### src/irq_mask_pkg.sv
// Purpose: constants for the interrupt enable mask bank
// Assumes: apb with 32-bit data, one aligned word per register
// Notes: offsets of the mask words and of the status/mask pair are local
package irq_mask_pkg;
  localparam int unsigned ADDR_W = 12;
  localparam logic [11:0] OFF_MASK_WORD0 = 12'h000;
  localparam logic [11:0] OFF_MASK_WORD1 = 12'h004;
  localparam logic [11:0] OFF_MASK_WORD2 = 12'h008;
  localparam logic [11:0] OFF_PEND_WORD0 = 12'h010;
  localparam logic [11:0] OFF_PEND_WORD1 = 12'h014;
  localparam logic [11:0] OFF_PEND_WORD2 = 12'h018;
  localparam logic [11:0] OFF_IRQ_STATUS = 12'h020;
  localparam logic [11:0] OFF_IRQ_MASK = 12'h024;
  // implemented bits of each word; word0 holds only its low three bits here
  localparam logic [15:0] IMPL_WORD0 = 16'h0007;
  localparam logic [15:0] IMPL_WORD1 = 16'hfffb;
  localparam logic [15:0] IMPL_WORD2 = 16'hdfff;
  localparam logic [15:0] MASK_RESET = 16'h0000;
  localparam logic [1:0] EVT_RESET = 2'h0;
  // event bits: 0 gated request rose, 1 unmapped access
  localparam int unsigned EVT_ROSE = 0;
  localparam int unsigned EVT_BADADDR = 1;
endpackage

### src/irq_mask_bank.sv
// Purpose: software-writable interrupt enable masks gating pending flags
// Assumes: pending flags come from logic on clk_sys_i
// Notes: slave answers in the access phase with no wait states
`timescale 1ns/1ns

// Functional notes
// - mask bit one forwards its source request, zero blocks it
// - implemented bits of words 1 and 2 are read/write, reset to zero
// - word 1 bit 2 has no storage, reads zero, ignores writes
// - word 2 bit 13 has no storage, reads zero, ignores writes
// - word 1 bits 15..8: uart2 tx/rx, pin2, timer5/4, cmp4/3, dma2
// - word 1 bits 7..0: cap8, cap7, adc2, pin1, pin change, -, i2c1
// - word 2 bits 15..8: timer6, dma4, -, cmp8..cmp5, cap6
// - word 2 bits 7..0: cap5..3, dma3, can1 event/rx, spi2 event/error
// - word 0 bits 2,1,0 gate compare 1, capture 1, pin 0
// - each source has a pending flag, one once its request occurred
module irq_mask_bank (
  input wire logic clk_sys_i,
  input wire logic rst_b_i,
  input wire logic psel_i,
  input wire logic penable_i,
  input wire logic pwrite_i,
  input wire logic [11:0] paddr_i,
  input wire logic [31:0] pwdata_i,
  input wire logic [3:0] pstrb_i,
  output logic [31:0] prdata_o,
  output logic pready_o,
  output logic pslverr_o,
  input wire logic [15:0] pend_word0_i,
  input wire logic [15:0] pend_word1_i,
  input wire logic [15:0] pend_word2_i,
  output logic [15:0] req_word0_o,
  output logic [15:0] req_word1_o,
  output logic [15:0] req_word2_o,
  output logic irq_o
);

  // ==========================================================
  // register state
  logic [15:0] irq_mask_word0;
  logic [15:0] irq_mask_word1;
  logic [15:0] irq_mask_word2;
  logic [15:0] next_irq_mask_word0;
  logic [15:0] next_irq_mask_word1;
  logic [15:0] next_irq_mask_word2;
  logic [1:0] evt_status;
  logic [1:0] evt_mask;
  logic [1:0] next_evt_status;
  logic [1:0] next_evt_mask;
  logic [15:0] req0;
  logic [15:0] req1;
  logic [15:0] req2;
  logic [15:0] next_req0;
  logic [15:0] next_req1;
  logic [15:0] next_req2;
  logic [31:0] rdata;
  logic [31:0] next_rdata;
  logic access;
  logic wr;
  logic hit;
  logic [15:0] wmask;
  logic any_rise;
  logic [15:0] rise0;
  logic [15:0] rise1;
  logic [15:0] rise2;
  logic clr_status;

  // named views of the enables that the next edge will hold
  logic cmp1_mask;
  logic cap1_mask;
  logic extpin0_mask;
  logic uart2_tx_mask;
  logic uart2_rx_mask;
  logic extpin2_mask;
  logic timer5_mask;
  logic timer4_mask;
  logic cmp4_mask;
  logic cmp3_mask;
  logic dma_ch2_done_mask;
  logic cap8_mask;
  logic cap7_mask;
  logic adc2_done_mask;
  logic extpin1_mask;
  logic pin_change_mask;
  logic i2c1_master_mask;
  logic i2c1_slave_mask;
  logic timer6_mask;
  logic dma_ch4_done_mask;
  logic [3:0] cmp8_5_mask;
  logic cap6_mask;
  logic [2:0] cap5_3_mask;
  logic dma_ch3_done_mask;
  logic can1_event_mask;
  logic can1_rx_ready_mask;
  logic spi2_event_mask;
  logic spi2_error_mask;

  assign cmp1_mask = next_irq_mask_word0[2];
  assign cap1_mask = next_irq_mask_word0[1];
  assign extpin0_mask = next_irq_mask_word0[0];
  assign uart2_tx_mask = next_irq_mask_word1[15];
  assign uart2_rx_mask = next_irq_mask_word1[14];
  assign extpin2_mask = next_irq_mask_word1[13];
  assign timer5_mask = next_irq_mask_word1[12];
  assign timer4_mask = next_irq_mask_word1[11];
  assign cmp4_mask = next_irq_mask_word1[10];
  assign cmp3_mask = next_irq_mask_word1[9];
  assign dma_ch2_done_mask = next_irq_mask_word1[8];
  assign cap8_mask = next_irq_mask_word1[7];
  assign cap7_mask = next_irq_mask_word1[6];
  assign adc2_done_mask = next_irq_mask_word1[5];
  assign extpin1_mask = next_irq_mask_word1[4];
  assign pin_change_mask = next_irq_mask_word1[3];
  assign i2c1_master_mask = next_irq_mask_word1[1];
  assign i2c1_slave_mask = next_irq_mask_word1[0];
  assign timer6_mask = next_irq_mask_word2[15];
  assign dma_ch4_done_mask = next_irq_mask_word2[14];
  assign cmp8_5_mask = next_irq_mask_word2[12:9];
  assign cap6_mask = next_irq_mask_word2[8];
  assign cap5_3_mask = next_irq_mask_word2[7:5];
  assign dma_ch3_done_mask = next_irq_mask_word2[4];
  assign can1_event_mask = next_irq_mask_word2[3];
  assign can1_rx_ready_mask = next_irq_mask_word2[2];
  assign spi2_event_mask = next_irq_mask_word2[1];
  assign spi2_error_mask = next_irq_mask_word2[0];

  // ==========================================================
  // apb decode
  assign access = psel_i & penable_i;
  assign wr = access & pwrite_i;
  assign wmask = {{8{pstrb_i[1]}}, {8{pstrb_i[0]}}};
  assign pready_o = 1'b1;

  always_comb begin
    unique case (paddr_i)
      irq_mask_pkg::OFF_MASK_WORD0,
      irq_mask_pkg::OFF_MASK_WORD1,
      irq_mask_pkg::OFF_MASK_WORD2,
      irq_mask_pkg::OFF_PEND_WORD0,
      irq_mask_pkg::OFF_PEND_WORD1,
      irq_mask_pkg::OFF_PEND_WORD2,
      irq_mask_pkg::OFF_IRQ_STATUS,
      irq_mask_pkg::OFF_IRQ_MASK: hit = 1'b1;
      default: hit = 1'b0;
    endcase
  end
  assign pslverr_o = access & ~hit;

  // ==========================================================
  // mask words
  always_comb begin
    next_irq_mask_word0 = irq_mask_word0;
    next_irq_mask_word1 = irq_mask_word1;
    next_irq_mask_word2 = irq_mask_word2;
    next_evt_mask = evt_mask;
    if (wr) begin
      // unimplemented positions are dropped by the impl masks
      unique case (paddr_i)
        irq_mask_pkg::OFF_MASK_WORD0: begin
          next_irq_mask_word0 = ((irq_mask_word0 & ~wmask) | (pwdata_i[15:0] & wmask))
                                & irq_mask_pkg::IMPL_WORD0;
        end
        irq_mask_pkg::OFF_MASK_WORD1: begin
          next_irq_mask_word1 = ((irq_mask_word1 & ~wmask) | (pwdata_i[15:0] & wmask))
                                & irq_mask_pkg::IMPL_WORD1;
        end
        irq_mask_pkg::OFF_MASK_WORD2: begin
          next_irq_mask_word2 = ((irq_mask_word2 & ~wmask) | (pwdata_i[15:0] & wmask))
                                & irq_mask_pkg::IMPL_WORD2;
        end
        irq_mask_pkg::OFF_IRQ_MASK: begin
          if (pstrb_i[0]) begin
            next_evt_mask = pwdata_i[1:0];
          end
        end
        default: begin
        end
      endcase
    end
  end

  // ==========================================================
  // gated requests, registered so a write is seen at the next edge
  // one enable per source, so a write never disturbs a neighbour
  always_comb begin
    next_req0 = 16'h0000;
    next_req1 = 16'h0000;
    next_req2 = 16'h0000;
    // word0: bits above 2 are not held by this block
    next_req0[2] = pend_word0_i[2] & cmp1_mask;
    next_req0[1] = pend_word0_i[1] & cap1_mask;
    next_req0[0] = pend_word0_i[0] & extpin0_mask;
    // word1: bit 2 has no enable and stays blocked
    next_req1[15] = pend_word1_i[15] & uart2_tx_mask;
    next_req1[14] = pend_word1_i[14] & uart2_rx_mask;
    next_req1[13] = pend_word1_i[13] & extpin2_mask;
    next_req1[12] = pend_word1_i[12] & timer5_mask;
    next_req1[11] = pend_word1_i[11] & timer4_mask;
    next_req1[10] = pend_word1_i[10] & cmp4_mask;
    next_req1[9] = pend_word1_i[9] & cmp3_mask;
    next_req1[8] = pend_word1_i[8] & dma_ch2_done_mask;
    next_req1[7] = pend_word1_i[7] & cap8_mask;
    next_req1[6] = pend_word1_i[6] & cap7_mask;
    next_req1[5] = pend_word1_i[5] & adc2_done_mask;
    next_req1[4] = pend_word1_i[4] & extpin1_mask;
    next_req1[3] = pend_word1_i[3] & pin_change_mask;
    next_req1[1] = pend_word1_i[1] & i2c1_master_mask;
    next_req1[0] = pend_word1_i[0] & i2c1_slave_mask;
    // word2: bit 13 has no enable and stays blocked
    next_req2[15] = pend_word2_i[15] & timer6_mask;
    next_req2[14] = pend_word2_i[14] & dma_ch4_done_mask;
    next_req2[12] = pend_word2_i[12] & cmp8_5_mask[3];
    next_req2[11] = pend_word2_i[11] & cmp8_5_mask[2];
    next_req2[10] = pend_word2_i[10] & cmp8_5_mask[1];
    next_req2[9] = pend_word2_i[9] & cmp8_5_mask[0];
    next_req2[8] = pend_word2_i[8] & cap6_mask;
    next_req2[7] = pend_word2_i[7] & cap5_3_mask[2];
    next_req2[6] = pend_word2_i[6] & cap5_3_mask[1];
    next_req2[5] = pend_word2_i[5] & cap5_3_mask[0];
    next_req2[4] = pend_word2_i[4] & dma_ch3_done_mask;
    next_req2[3] = pend_word2_i[3] & can1_event_mask;
    next_req2[2] = pend_word2_i[2] & can1_rx_ready_mask;
    next_req2[1] = pend_word2_i[1] & spi2_event_mask;
    next_req2[0] = pend_word2_i[0] & spi2_error_mask;
  end
  assign req_word0_o = req0;
  assign req_word1_o = req1;
  assign req_word2_o = req2;
  // flop outputs keep unchanged sources free of glitches
  assign rise0 = next_req0 & ~req0;
  assign rise1 = next_req1 & ~req1;
  assign rise2 = next_req2 & ~req2;
  assign any_rise = |{rise0, rise1, rise2};

  // ==========================================================
  // block events: set wins over write-one-to-clear
  // an event landing with the clear is kept, so none is ever lost
  assign clr_status = wr && paddr_i == irq_mask_pkg::OFF_IRQ_STATUS && pstrb_i[0];
  always_comb begin
    next_evt_status = evt_status;
    if (clr_status) begin
      next_evt_status = evt_status & ~pwdata_i[1:0];
    end
    if (any_rise) begin
      next_evt_status[irq_mask_pkg::EVT_ROSE] = 1'b1;
    end
    if (access && !hit) begin
      next_evt_status[irq_mask_pkg::EVT_BADADDR] = 1'b1;
    end
  end
  assign irq_o = |(evt_status & evt_mask);

  // ==========================================================
  // read data
  // captured in setup so the word stands through the whole access phase
  always_comb begin
    next_rdata = 32'h0000_0000;
    if (psel_i && !penable_i && !pwrite_i) begin
      unique case (paddr_i)
        irq_mask_pkg::OFF_MASK_WORD0: next_rdata = {16'h0000, irq_mask_word0};
        irq_mask_pkg::OFF_MASK_WORD1: next_rdata = {16'h0000, irq_mask_word1};
        irq_mask_pkg::OFF_MASK_WORD2: next_rdata = {16'h0000, irq_mask_word2};
        irq_mask_pkg::OFF_PEND_WORD0: next_rdata = {16'h0000, pend_word0_i};
        irq_mask_pkg::OFF_PEND_WORD1: next_rdata = {16'h0000, pend_word1_i};
        irq_mask_pkg::OFF_PEND_WORD2: next_rdata = {16'h0000, pend_word2_i};
        irq_mask_pkg::OFF_IRQ_STATUS: next_rdata = {30'h0000_0000, evt_status};
        irq_mask_pkg::OFF_IRQ_MASK: next_rdata = {30'h0000_0000, evt_mask};
        default: next_rdata = 32'h0000_0000;
      endcase
    end
  end
  assign prdata_o = rdata;

  // ==========================================================
  // registers
  // reset holds every request low so nothing leaks out during reset
  always_ff @(posedge clk_sys_i or negedge rst_b_i) begin
    if (!rst_b_i) begin
      irq_mask_word0 <= irq_mask_pkg::MASK_RESET;
      irq_mask_word1 <= irq_mask_pkg::MASK_RESET;
      irq_mask_word2 <= irq_mask_pkg::MASK_RESET;
      evt_status <= irq_mask_pkg::EVT_RESET;
      evt_mask <= irq_mask_pkg::EVT_RESET;
      req0 <= irq_mask_pkg::MASK_RESET;
      req1 <= irq_mask_pkg::MASK_RESET;
      req2 <= irq_mask_pkg::MASK_RESET;
      rdata <= 32'h0000_0000;
    end else begin
      irq_mask_word0 <= next_irq_mask_word0;
      irq_mask_word1 <= next_irq_mask_word1;
      irq_mask_word2 <= next_irq_mask_word2;
      evt_status <= next_evt_status;
      evt_mask <= next_evt_mask;
      req0 <= next_req0;
      req1 <= next_req1;
      req2 <= next_req2;
      rdata <= next_rdata;
    end
  end

endmodule

### config.mk
export PLATFORM = sky130hd
export DESIGN_NAME = irq_mask_bank
export DESIGN_NICKNAME = d
export VERILOG_FILES = /design/src/irq_mask_pkg.sv /design/src/irq_mask_bank.sv
export SDC_FILE = /design/constraint.sdc
export NUM_CORES = 1
export LEC_CHECK = 0
export BUFFER_PORTS_ARGS = -buffer_cell sky130_fd_sc_hd__buf_2
export CORE_AREA = 2 2 103 105
export DETAILED_ROUTE_END_ITERATION = 8
export DIE_AREA = 0 0 105 107
export GPL_TIMING_DRIVEN = 0
export HOLD_SLACK_MARGIN = 0.12
export PLACE_DENSITY_LB_ADDON = 0.1
export SYNTH_ARGS = -nofsm -noshare
export SYNTH_HDL_FRONTEND = slang
export SYNTH_SLANG_ARGS = --single-unit
### constraint.sdc
create_clock -name clk_sys_i -period 1.65 [get_ports clk_sys_i]
set_input_delay 0.2475 -clock clk_sys_i [delete_from_list [all_inputs] [get_ports clk_sys_i]]
set_output_delay 0.2475 -clock clk_sys_i [all_outputs]
set_load 0.005 [all_outputs]
After elaboration in Yosys (flattened, before gate mapping)
Index checks and enable logic that the tools add are counted.
{"block": "classes", "n_eq_ne": 7, "mux": 12, "reduce_logical": 15, "bitwise_logic": 54}
{"cell": "one-hot mux 16 bit (8 select lines)", "n": 1}
{"cell": "bitwise AND 16 bit", "n": 5}
{"cell": "two-way mux 16 bit", "n": 5}
{"cell": "NOT 16 bit", "n": 3}
{"cell": "OR reduction 48 bit", "n": 1}
{"cell": "bitwise AND 1 bit", "n": 36}
{"cell": "equality test 12 x 5 -> 1 bit (second input constant)", "n": 3}
{"cell": "OR 16 bit", "n": 2}
{"cell": "equality test 12 x 6 -> 1 bit (second input constant)", "n": 2}
{"cell": "bitwise AND 3 x 16 -> 16 bit", "n": 1}
{"cell": "NOT 3 -> 16 bit", "n": 1}
{"cell": "equality test 12 x 3 -> 1 bit (second input constant)", "n": 1}
{"cell": "equality test 12 x 4 -> 1 bit (second input constant)", "n": 1}
{"cell": "logical NOT 12 bit", "n": 1}
{"cell": "OR reduction 8 bit", "n": 1}
{"cell": "two-way mux 3 bit", "n": 2}
{"cell": "logical AND 1 bit", "n": 5}
{"cell": "bitwise AND 2 bit", "n": 2}
{"cell": "nonzero test 2 bit", "n": 2}
{"cell": "bitwise AND 3 bit", "n": 1}
{"cell": "logical NOT 1 bit", "n": 3}
{"cell": "two-way mux 1 bit", "n": 3}
{"cell": "OR 3 bit", "n": 1}
{"cell": "AND reduction 3 bit", "n": 1}
{"cell": "4 further kinds", "n": 4}
{"block": "word_totals", "wordCells": 98, "reg_bits": 102, "output_inout_bits": 83, "input_bits": 101}

Depth between registers and ports, before layout
Gate-level depths: netlist (run 1).
{"block": "logic_depth", "word_depth": 9, "mapped_depth": 9, "depth_no_buf": 7}

Worst setup path after synthesis (run 1)
OpenSTA, ideal clock, no wires.
{"block": "synth_path", "path_type": "input -> register", "from": "input port paddr_i[7]", "to": "register evt_status[0]", "arrival_ps": 2665, "slack_ps": -1159, "stages": 7, "required_ps": 1505, "setup_time_ps": 145, "path_buffers": 0, "path_cell_list": "or4_4 > or4_4 > mux2_4 > and2_4 > a2111o_1 > a2111oi_2 > nand4_1"}
{"block": "synth_via", "elab_chain_len": 7, "word_cells_on_any_way": 51, "classes_between": "eq/ne (3); mux (7); bitwise (36); reduce/logical (5)"}
{"item": "from (decl)", "line_no": "irq_mask_bank.sv:23", "text": "input wire logic [11:0] paddr_i,"}
{"item": "logical NOT 12 bit (*)", "line_no": "irq_mask_bank.sv:158", "text": "unique case (paddr_i)"}
{"item": "two-way mux 3 bit (*)", "line_no": "irq_mask_bank.sv:158"}
{"item": "two-way mux 3 bit (*)", "line_no": "irq_mask_bank.sv:156", "text": "if (wr) begin"}
{"item": "via next_irq_mask_word0[1]", "line_no": "irq_mask_bank.sv:43", "text": "logic [15:0] next_irq_mask_word0;"}
{"item": "bitwise AND 1 bit (*)", "line_no": "irq_mask_bank.sv:191", "text": "next_req0[1] = pend_word0_i[1] & cap1_mask;"}
{"item": "via next_req0[1]", "line_no": "irq_mask_bank.sv:53", "text": "logic [15:0] next_req0;"}
{"item": "bitwise AND 3 x 16 -> 16 bit (*)", "line_no": "irq_mask_bank.sv:230", "text": "assign rise0 = next_req0 & ~req0;"}
{"item": "OR reduction 48 bit (*)", "line_no": "irq_mask_bank.sv:233", "text": "assign any_rise = |{rise0, rise1, rise2};"}
{"item": "two-way mux 1 bit or nonzero test 2 bit (tied branches)"}
{"item": "to (signal assigned)", "line_no": "irq_mask_bank.sv:282", "text": "evt_status <= irq_mask_pkg::EVT_RESET;"}
{"item": "to (signal assigned)", "line_no": "irq_mask_bank.sv:292", "text": "evt_status <= next_evt_status;"}
{"item": "to (decl)", "line_no": "irq_mask_bank.sv:46", "text": "logic [1:0] evt_status;"}
The timed path passes the listed nets; every way through them passes the cells marked *.
A chain may end at the register's enable or synchronous reset.

Worst setup path after layout (run 1)
Ends and elaborated chain as after synthesis.

==> results of run 1 <==
-- registers in the layout (all words and copies together), names as in the netlist --
| name | count |
|---|---|
| prdata_o | 16 |
| irq_mask_word1 | 15 |
| irq_mask_word2 | 15 |
| req_word1_o | 15 |
| req_word2_o | 15 |
| irq_mask_word0 | 3 |
| req_word0_o | 3 |
| evt_mask | 2 |
| evt_status | 2 |
-- power groups by stage --
| stage | clock network [mW] | logic (mW) | registers [mW] |
|---|---|---|---|
| 3_5_place_dp | 0 | 0.351 | 2.16 |
| 5_1_grt | 1.63 | 0.441 | 2.12 |
| 2_1_floorplan | 0 | 0.138 | 2.16 |
| 3_3_place_gp | 0 | 0.339 | 2.16 |
| 6_report | 1.52 | 0.404 | 2.12 |
| 4_1_cts | 1.55 | 0.382 | 2.12 |
-- per-stage QoR --
step           utilization (%)  instance area (um^2)  std cells  worst slack [ns]  hold slack, ns
2_1_floorplan                -                  4510        410            -0.993         -0.0481
3_3_place_gp              53.0                  5350        679             -1.73           0.490
3_5_place_dp              53.3                  5380        680             -1.72           0.259
4_1_cts                   59.9                  6050        721            -0.873           0.121
5_1_grt                   63.4                  6400        737            -0.959           0.134
6_report                  63.4                  6400        737            -0.931           0.142
-- worst paths after layout --
check / startpoint / to / slack (ns) / cells past startpoint
max: paddr_i[7] / evt_status[0] / -0.93 / 8
min: pwdata_i[13] / irq_mask_word1[13] / 0.14 / 3
max reg2reg: req_word1_o[1] / evt_status[0] / -0.19 / 6
min reg2reg: irq_mask_word2[0] / irq_mask_word2[0] / 0.53 / 2
max in group asynchronous: rst_b_i / prdata_o[14] / 0.62 / 3
min in group asynchronous: rst_b_i / req_word1_o[1] / 0.40 / 2
-- cell usage in the layout (no fill, tap or decap), types with 9 or more instances in the layout --
cell type	netlist	final
mux2i_4	0	12
mux2_4	1	10
buf_4	32	52
conb_1	2	32
buf_2	2	125
a21oi_2	0	14
mux2i_1	28	9
a222oi_1	15	15
a22oi_1	15	15
dfrtp_1	86	86
nor2b_1	22	15
buf_6	0	25
inv_1	39	32
clkbuf_8	0	9
nand3b_1	16	16
-- critical path: stages --
cell	delay, ns
buf_8	0.09
or4_4	0.57
or4_4	0.58
mux2_4	0.33
and2_4	0.15
a2111o_1	0.43
a2111oi_4	0.27
nand4_1	0.13
-- final cells by class --
cell class,instances,area (um^2)
clock inverter,7,72.6
timing repair buffer,178,1200
tap,136,170
sequential,86,2150
fill,874,3690
inverter,39,146
clock buffer,9,124
multi-input combinational,242,2220
buffer,40,322
-- layer usage --
layer  part of all wire, %  track usage, %  vias to the layer above
met5                     0               0                        -
met4                   1.5            6.95                        0
met3                   7.3            5.17                       18
met2                    49            36.7                      158
met1                    42            31.3                     1876
li1                      -               -                     1738
-- timing repair --
item,in CTS,in global routing
gates resized for setup,69,51
gates cloned,0,1
pin swaps,9,9
hold buffers,2,0
buffers inserted,25,21
setup endpoints to repair,66,66
hold endpoints to repair,37,0
-- kinds of logic after synthesis --
kind of cell | Yosys count | share of synthesized area (%)
and+or+nand+nor | 105 | 16.3
DFF | 86 | 51.0
buffers and inverters | 82 | 10.2
AOI/OAI and AO/OA | 65 | 12.3
muxes | 40 | 9.94
other | 2 | 0.178
==> results.json, run 1 <==
{
  "status": "finished, violations left",
  "violations": "negative setup slack",
  "core_um2": 10100,
  "area_delta_synth_final_pct": 51.8,
  "ys_seq_elements": 86,
  "p_comb_share_pct": 10.0,
  "grt_pass1_vias": 3733,
  "total_power_mw": 4.04,
  "end_kind": "flip-flop",
  "yosysWarnings": 0,
  "cellPowerDensity_nw_per_um2": 631,
  "p_int_mw": 3.02,
  "wl_per_cell_um": 17.6,
  "period_share_pct": 156,
  "drv_cap": 0,
  "fin_worst_skew_ns": 0.0192,
  "io-pin-count": 184,
  "ctsHtreeMaxLevel": 3,
  "syn-cell-area_um2": 4220,
  "final.min_clock_period_ns": 2.58,
  "first_pass_iters": 6,
  "ir_drop_mv": 0.334,
  "hold_path_class": "input port to flip-flop",
  "worstPathMaxFanout": 4,
  "postSynthCellCount": 380,
  "port_buffers": 133,
  "synth_flop_cell": "dfrtp_1",
  "rsz0062_at_grt": "yes",
  "switchingPower_mw": 1.02,
  "dpl.hpwl_mm": 9.11,
  "cts_sinks": 86,
  "switching_share_pct": 25.3,
  "avgSynthCellArea_um2": 11.1,
  "cp_data_required_time_ns": 1.87,
  "die_w_um": 105,
  "drcViolationCount": 0,
  "fin_nets": 697,
  "cts_tree": "built",
  "synth_top_area_share_pct": 51.0,
  "finalWirelength_mm": 13.0,
  "synth_edf_count": 0,
  "worst_slack_ns": -0.931,
  "grtUsageTotal_pct": 23.0,
  "synth.top_cells.by_area": "dfrtp_1 (51%), mux2i_1 (6.6%), buf_4 (5.7%)",
  "synth_area_leader_cell": "dfrtp_1",
  "fmax_mhz": 388,
  "grt_pass1_wl_mm": 19.8,
  "cts.clk_slew.worst_paths_ns": 0.10,
  "avgViaCountPerCell": 5.14,
  "final.setup.tns_ns": -10.62,
  "fp.dieH_um": 107,
  "dr_total_vias": 3790,
  "criticalPathCategory": "input port to flip-flop",
  "finalSetupViolations": 55,
  "tightest_slew_ns": 0.522,
  "postRouteAntennaNets": 0,
  "antenna_found_initial": 0,
  "finalHoldViolations": 0,
  "p_clk_share_pct": 37.5,
  "netlist-cell-type-count": 41,
  "cts_buffers": 9,
  "drv_slew": 0,
  "insertedDiodeCount": 0,
  "drive_gt1_share_pct": 54.6,
  "initial_core_util_pct": 41.8,
  "clk_path_buf_depth": 2,
  "drt-initial-drc-count": 224,
  "root_buffer": "clkbuf_8",
  "p_leak_nw": 3.24,
  "place.gp.congestion": 0.830,
  "grt_max_degree": 51,
  "placementRows": 37,
  "relSlewSlack_pct": 64.9,
  "synth-seq-area-share_pct": 51.0,
  "dieArea_um2": 11200,
  "synth_most_common_cell": "dfrtp_1",
  "ys_async_sr_fraction_pct": 100,
  "p_seq_share_pct": 52.5,
  "clk_latency_ns": 0.36,
  "yosys-top-cells-count": "dfrtp_1 (86), inv_1 (39), buf_4 (32), mux2i_1 (28), nor2b_1 (22)",
  "cp.arrival_ns": 2.80,
  "startpoint_type": "input port",
  "gr-total-overflow": 0
}
(Power assumes the default switching activity.)
==> run 2: changes to the inputs <==
==> constraint.sdc (replaced) <==
create_clock -name clk_sys_i -period 1.65 [get_ports clk_sys_i]
set_input_delay 0.165 -clock clk_sys_i [delete_from_list [all_inputs] [get_ports clk_sys_i]]
set_output_delay 0.165 -clock clk_sys_i [all_outputs]
set_load 0.005 [all_outputs]
==> run 2 against run 1 <==
Largest cell class is now flip-flops and latches. Combinational power up 21%. Register-to-register slack about the same. Global-route usage up 0.51 points. Non-clock buffer count up 36. The run still ends with negative setup slack left. Worst hold slack worse by 0.012 ns.
==> results.json, run 2 (synthesized netlist as in run 1, its figures left out) <==
{
  "place.gp.congestion": 0.850,
  "core_um2": 10100,
  "worst_slack_ns": -0.856,
  "total_power_mw": 4.28,
  "hold_path_class": "input port to flip-flop",
  "drv_slew": 0,
  "tightest_slew_ns": 0.534,
  "finalNonFillerCells": 772,
  "largest_register_ffs": 16,
  "fmax_mhz": 399,
  "initial_core_util_pct": 41.8,
  "worstHoldStart": "pend_word0_i[13]",
  "cpPeakStageDelay_ns": 0.56,
  "drcViolationCount": 0,
  "grt_pass1_vias": 3948,
  "dpl.hpwl_mm": 9.07,
  "p_leak_nw": 3.38,
  "cts.clk_slew.worst_paths_ns": 0.10,
  "io-pin-count": 184,
  "place_area_um2": 5350,
  "r2r_end": "evt_status[0]",
  "cts_tree": "built",
  "fill_cells": 852,
  "wl_per_cell_um": 17.2,
  "grtUsageTotal_pct": 23.5,
  "finalHoldViolations": 0,
  "finalSetupViolations": 37,
  "end_kind": "flip-flop",
  "area_delta_synth_final_pct": 57.6,
  "grt_max_degree": 50,
  "fin_nets": 733,
  "drive_gt1_share_pct": 45.4,
  "cp.arrival_ns": 2.72,
  "placementRows": 37,
  "insertedDiodeCount": 0,
  "fin_area_um2": 6650,
  "port_buffers": 133,
  "r2r_start": "irq_mask_word1[0]",
  "cts_buffers": 9,
  "fin_worst_skew_ns": 0.0125,
  "finalWirelength_mm": 13.2,
  "mostFrequentLayoutCell": "buf_2",
  "antenna_found_initial": 0,
  "clk_path_buf_depth": 2,
  "die_w_um": 105,
  "violations": "negative setup slack",
  "reg2reg_depth": 6,
  "dp_slack_ns": -1.72,
  "cp_cell_sequence": "buf_2, or4_4, or4_4, mux2_4, and2_4, a2111o_1, a2111oi_4, nand4_1",
  "worstPathMaxFanout": 4,
  "min_path_cells": 3,
  "cts_sinks": 86,
  "worst_path_max_delay_cell": "or4_4",
  "avgViaCountPerCell": 5.05,
  "startpoint_type": "input port",
  "criticalPathCategory": "input port to flip-flop",
  "cpMostUsedCell": "or4_4",
  "r2r_setup_slack_ns": -0.20,
  "ir_drop_mv": 0.348,
  "drv_cap": 0,
  "final.setup.tns_ns": -5.28,
  "cellPowerDensity_nw_per_um2": 644,
  "clk_latency_ns": 0.35,
  "hold_end": "prdata_o[13]",
  "dr_total_vias": 3899,
  "root_buffer": "clkbuf_8",
  "relSlewSlack_pct": 64.4,
  "fp.dieH_um": 107,
  "rsz0062_at_grt": "yes",
  "gr-total-overflow": 0,
  "status": "finished, violations left",
  "final.min_clock_period_ns": 2.51,
  "drt-initial-drc-count": 192,
  "most-common-layout-cells": "buf_2 (126), dfrtp_1 (86), buf_4 (52), dlygate4sd3_1 (50), inv_1 (38)",
  "placedCellCount": 680,
  "postRouteAntennaNets": 0,
  "period_share_pct": 152,
  "grt_pass1_wl_mm": 20.3,
  "cp_data_required_time_ns": 1.87,
  "ctsHtreeMaxLevel": 3,
  "first_pass_iters": 5,
  "dieArea_um2": 11200
}
run 2: cell count changes in the layout (fill, tap and decap cells not counted), sizes merged:
cell,previous run,this run
dlygate4sd3,2,50
buf,210,198
clkinvlp,2,0
bufinv,1,2
clkbuf,15,16
inv,41,40
run 2: power breakdown:
| part | total, mW | internal, mW | switching, mW |
|---|---|---|---|
| clock | 1.67 | 0.893 | 0.780 |
| combinational | 0.489 | 0.275 | 0.214 |
| sequential | 2.12 | 2.11 | 0.00842 |
run 2: worst max path at each step:
stage	startpoint	endpoint	cells after the start
floorplan	paddr_i[1]	evt_status[0]	9
global placement	paddr_i[1]	evt_status[0]	9
detailed placement	paddr_i[1]	evt_status[0]	9
CTS	paddr_i[7]	evt_status[0]	8
global route	paddr_i[7]	evt_status[0]	8
finish	paddr_i[0]	evt_status[0]	8
run 2: area by class of cell:
cell class	instances	area, um^2	area share [%]
Inverter	39	146	2.20
Sequential cell	86	2150	32.4
Timing Repair Buffer	213	1520	22.8
Buffer	41	345	5.20
Clock buffer	10	138	2.07
Tap cell	136	170	2.56
Multi-Input combinational cell	242	2100	31.6
Clock inverter	5	82.6	1.24
run 2: worst max-delay path: cells and delay by family:
kind | cells | cell delay (ns)
AO/OA/AOI/OAI | 2 | 0.70
buffers and inverters | 1 | 0.12
multiplexers | 1 | 0.33
AND/OR/NAND/NOR | 4 | 1.40
run 2: stage by stage:
stage | util (%) | hold slack (ns)
floorplan | - | -0.131
CTS | 63.1 | 0.108
detailed placement | 53.0 | 0.175
global route | 65.9 | 0.107
global placement | 52.7 | 0.419
finish | 65.9 | 0.130
run 2: per-layer routing:
layer	GRT usage, %	part of all wire [%]	wire length (um)	vias to the layer above
li1	-	-	-	1815
met2	38.7	48	6400	154
met5	0	0	0	-
met1	31.0	44	5810	1909
met3	4.50	5.9	784	21
met4	8.29	1.9	245	0
run 2: what timing repair did:
action                                 in CTS  in global routing
gates resized for setup                    51                 33
gates cloned                                1                  0
setup endpoints to repair                  63                 38
buffers inserted                           13                 16
endpoints found under the hold margin     100                  2
pin swaps                                   8                  8
hold buffers                               49                  1
==> run 3: changes to the inputs <==
ABC_AREA = 1   (was unset)
CORE_AREA = 2 2 106 108   (was 2 2 103 105)
DIE_AREA = 0 0 108 110   (was 0 0 105 107)
==> run 3 against run 2 <==
First-iteration DRC count rose by 3.6%. Routed wire length rose by 8.3%. The flow now finishes without violations. Utilization down 4.7 points. Highest routed layer unchanged. Non-clock buffer count fell by 16. Setup slack gained 0.97 ns. Count of clock-buffer cells in the layout up 1. Flip-flop and latch count did not move. Critical path depth is 6 higher. Power increased by 0.18%. Sequential power hardly changed. Largest power group unchanged.
==> results.json, run 3 <==
{
  "dr_wl_met2_mm": 6.91,
  "dpl.hpwl_mm": 10.4,
  "yosys-top-cells-count": "nand2_1 (141), inv_1 (126), dfrtp_1 (86), nor2_1 (60), buf_4 (32)",
  "finalHoldViolations": 0,
  "cellPowerDensity_nw_per_um2": 656,
  "drcViolationCount": 0,
  "antenna_found_initial": 0,
  "dr_total_vias": 4691,
  "synth_area_leader_cell": "dfrtp_1",
  "reg2reg_depth": 10,
  "relSlewSlack_pct": 57.3,
  "fp.dieH_um": 110,
  "hold_path_class": "input port to flip-flop",
  "most-common-layout-cells": "nand2_1 (137), buf_2 (132), inv_1 (126), dfrtp_1 (86), nor2_1 (52)",
  "drv_slew": 0,
  "synth_flop_cell": "dfrtp_1",
  "clk_latency_ns": 0.36,
  "status": "completed",
  "drt-initial-drc-count": 199,
  "synth.top_cells.by_area": "dfrtp_1 (46%), nand2_1 (11%), inv_1 (10%)",
  "core_um2": 10700,
  "multi_input_area_um2": 1900,
  "cts_tree": "built",
  "cp.arrival_ns": 1.79,
  "avgSynthCellArea_um2": 7.56,
  "largest_register_ffs": 16,
  "synth_top_area_share_pct": 46.3,
  "hold_end": "req_word2_o[0]",
  "avgViaCountPerCell": 4.71,
  "ctsHtreeMaxLevel": 3,
  "grt_max_degree": 59,
  "cp_cell_sequence": "buf_2, nor2_1, nand2_2, nor2_4, buf_12, buf_8, buf_8, nand4_1, nand4_1, nand2_1, nor2_2, nand3_1, nor2_1, nand2_1",
  "ys_seq_elements": 86,
  "place.gp.congestion": 0.915,
  "initial_core_util_pct": 43.4,
  "criticalPathCategory": "input port to flip-flop",
  "fin_nets": 952,
  "cts.clk_slew.worst_paths_ns": 0.08,
  "syn-cell-area_um2": 4650,
  "top_layer_used": "met4",
  "dieArea_um2": 11900,
  "synth_edf_count": 0,
  "ir_drop_mv": 0.564,
  "finalWirelength_mm": 14.3,
  "period_share_pct": 92.9,
  "r2r_setup_slack_ns": 0.22,
  "tightest_slew_ns": 0.641,
  "regArea_um2": 2150,
  "clk_path_buf_depth": 2,
  "end_kind": "flip-flop",
  "worstPathMaxFanout": 10,
  "r2r_start": "irq_mask_word1[11]",
  "insertedDiodeCount": 0,
  "cts_buffers": 9,
  "worst_path_max_delay_cell": "nand4_1",
  "startpoint_type": "input port",
  "synth_most_common_cell": "nand2_1",
  "worstHoldStart": "pwdata_i[0]",
  "mostFrequentLayoutCell": "nand2_1",
  "cpPeakStageDelay_ns": 0.15,
  "first_pass_iters": 5,
  "yosysWarnings": 0,
  "postRouteAntennaNets": 0,
  "dr_wl_met3_um": 860,
  "p_leak_nw": 3.70,
  "total_power_mw": 4.29,
  "holdWs_ns": 0.134,
  "wl_met1_mm": 6.24,
  "synth-seq-area-share_pct": 46.3,
  "postSynthCellCount": 615,
  "cp_data_required_time_ns": 1.90,
  "placementRows": 38,
  "die_w_um": 108,
  "grt_pass1_wl_mm": 22.4,
  "gr-total-overflow": 0,
  "r2r_end": "evt_status[0]",
  "drv_cap": 0,
  "fin_worst_skew_ns": 0.00742,
  "port_buffers": 133,
  "min_path_cells": 3,
  "fmax_mhz": 652,
  "netlist-cell-type-count": 31,
  "cts_sinks": 86,
  "final.min_clock_period_ns": 1.53,
  "grt_pass1_vias": 4625,
  "drive_gt1_share_pct": 27.4,
  "ys_async_sr_fraction_pct": 100,
  "wl_per_cell_um": 14.4,
  "finalSetupViolations": 0,
  "fill_cells": 973,
  "area_delta_synth_final_pct": 40.8,
  "io-pin-count": 184,
  "final_util_pct": 61.2,
  "grtUsageTotal_pct": 24.9,
  "root_buffer": "clkbuf_8",
  "final.setup.tns_ns": 0
}
run 3: changes by cell type in the layout (fill, tap and decap cells not counted), sizes merged, moves of 15 or more:
cell / previous run / this run
nand4: 4 / 28
a22oi: 15 / 0
nor2: 15 / 66
nand2: 4 / 141
mux2i: 28 / 0
inv: 40 / 130
o21ai: 0 / 38
a222oi: 15 / 0
nor2b: 22 / 0
nand3: 3 / 28
run 3: report_power, final:
| part | internal (mW) | total, mW | switching, mW |
|---|---|---|---|
| clock | 0.844 | 1.61 | 0.762 |
| combinational | 0.271 | 0.542 | 0.271 |
| sequential | 2.13 | 2.14 | 0.0125 |
| total | 3.24 | 4.29 | 1.05 |
run 3: final cells by class:
class,count,area share [%]
Buffer,42,4.82
Sequential cell,86,32.9
Timing Repair Buffer,196,20.0
Clock inverter,4,1.11
Tap cell,140,2.68
Inverter,131,7.52
Multi-Input combinational cell,385,29.0
Clock buffer,11,2.01
run 3: critical path: cells and delay by family:
family,cells,cell delay [ns]
buf+inv,4,0.49
simple gates,10,1.12
run 3: worst max-delay path by stage:
stage / end / slack (ns) / cells past startpoint / from
detailed placement: prdata_o[0] / -0.55 / 9 / paddr_i[1]
global placement: prdata_o[0] / -0.55 / 9 / paddr_i[1]
CTS: pslverr_o / 0.001 / 10 / paddr_i[1]
global route: evt_status[0] / -0.02 / 14 / paddr_i[9]
finish: evt_status[0] / 0.12 / 14 / paddr_i[11]
floorplan: evt_status[0] / 0.14 / 12 / paddr_i[7]
run 3: cell families after synthesis:
family,after synthesis,share of synthesized area (%)
other,2,0.162
and+or+nand+nor,272,26.3
DFF,86,46.3
buffers and inverters,174,17.1
AOI/OAI and AO/OA,81,10.2
run 3: stage by stage:
step	setup slack (ns)	cell area, um^2	instances
floorplan	0.142	4760	645
global placement	-0.554	5600	918
detailed placement	-0.555	5630	919
CTS	0.00125	6350	985
global route	-0.0167	6540	995
finish	0.116	6540	995
run 3: what timing repair did:
action,4_1_cts,5_1_grt
endpoints found under the hold margin,76,0
endpoints found under the setup margin,17,14
pin swaps,3,13
buffers inserted,5,12
gates resized for setup,7,24
hold buffers,46,0
run 3: metal layers:
layer | up-vias | GRT usage [%]
li1 | 2332 | -
met1 | 2143 | 31.9
met4 | 0 | 10.1
met5 | - | 0
met3 | 26 | 4.35
met2 | 190 | 42.0
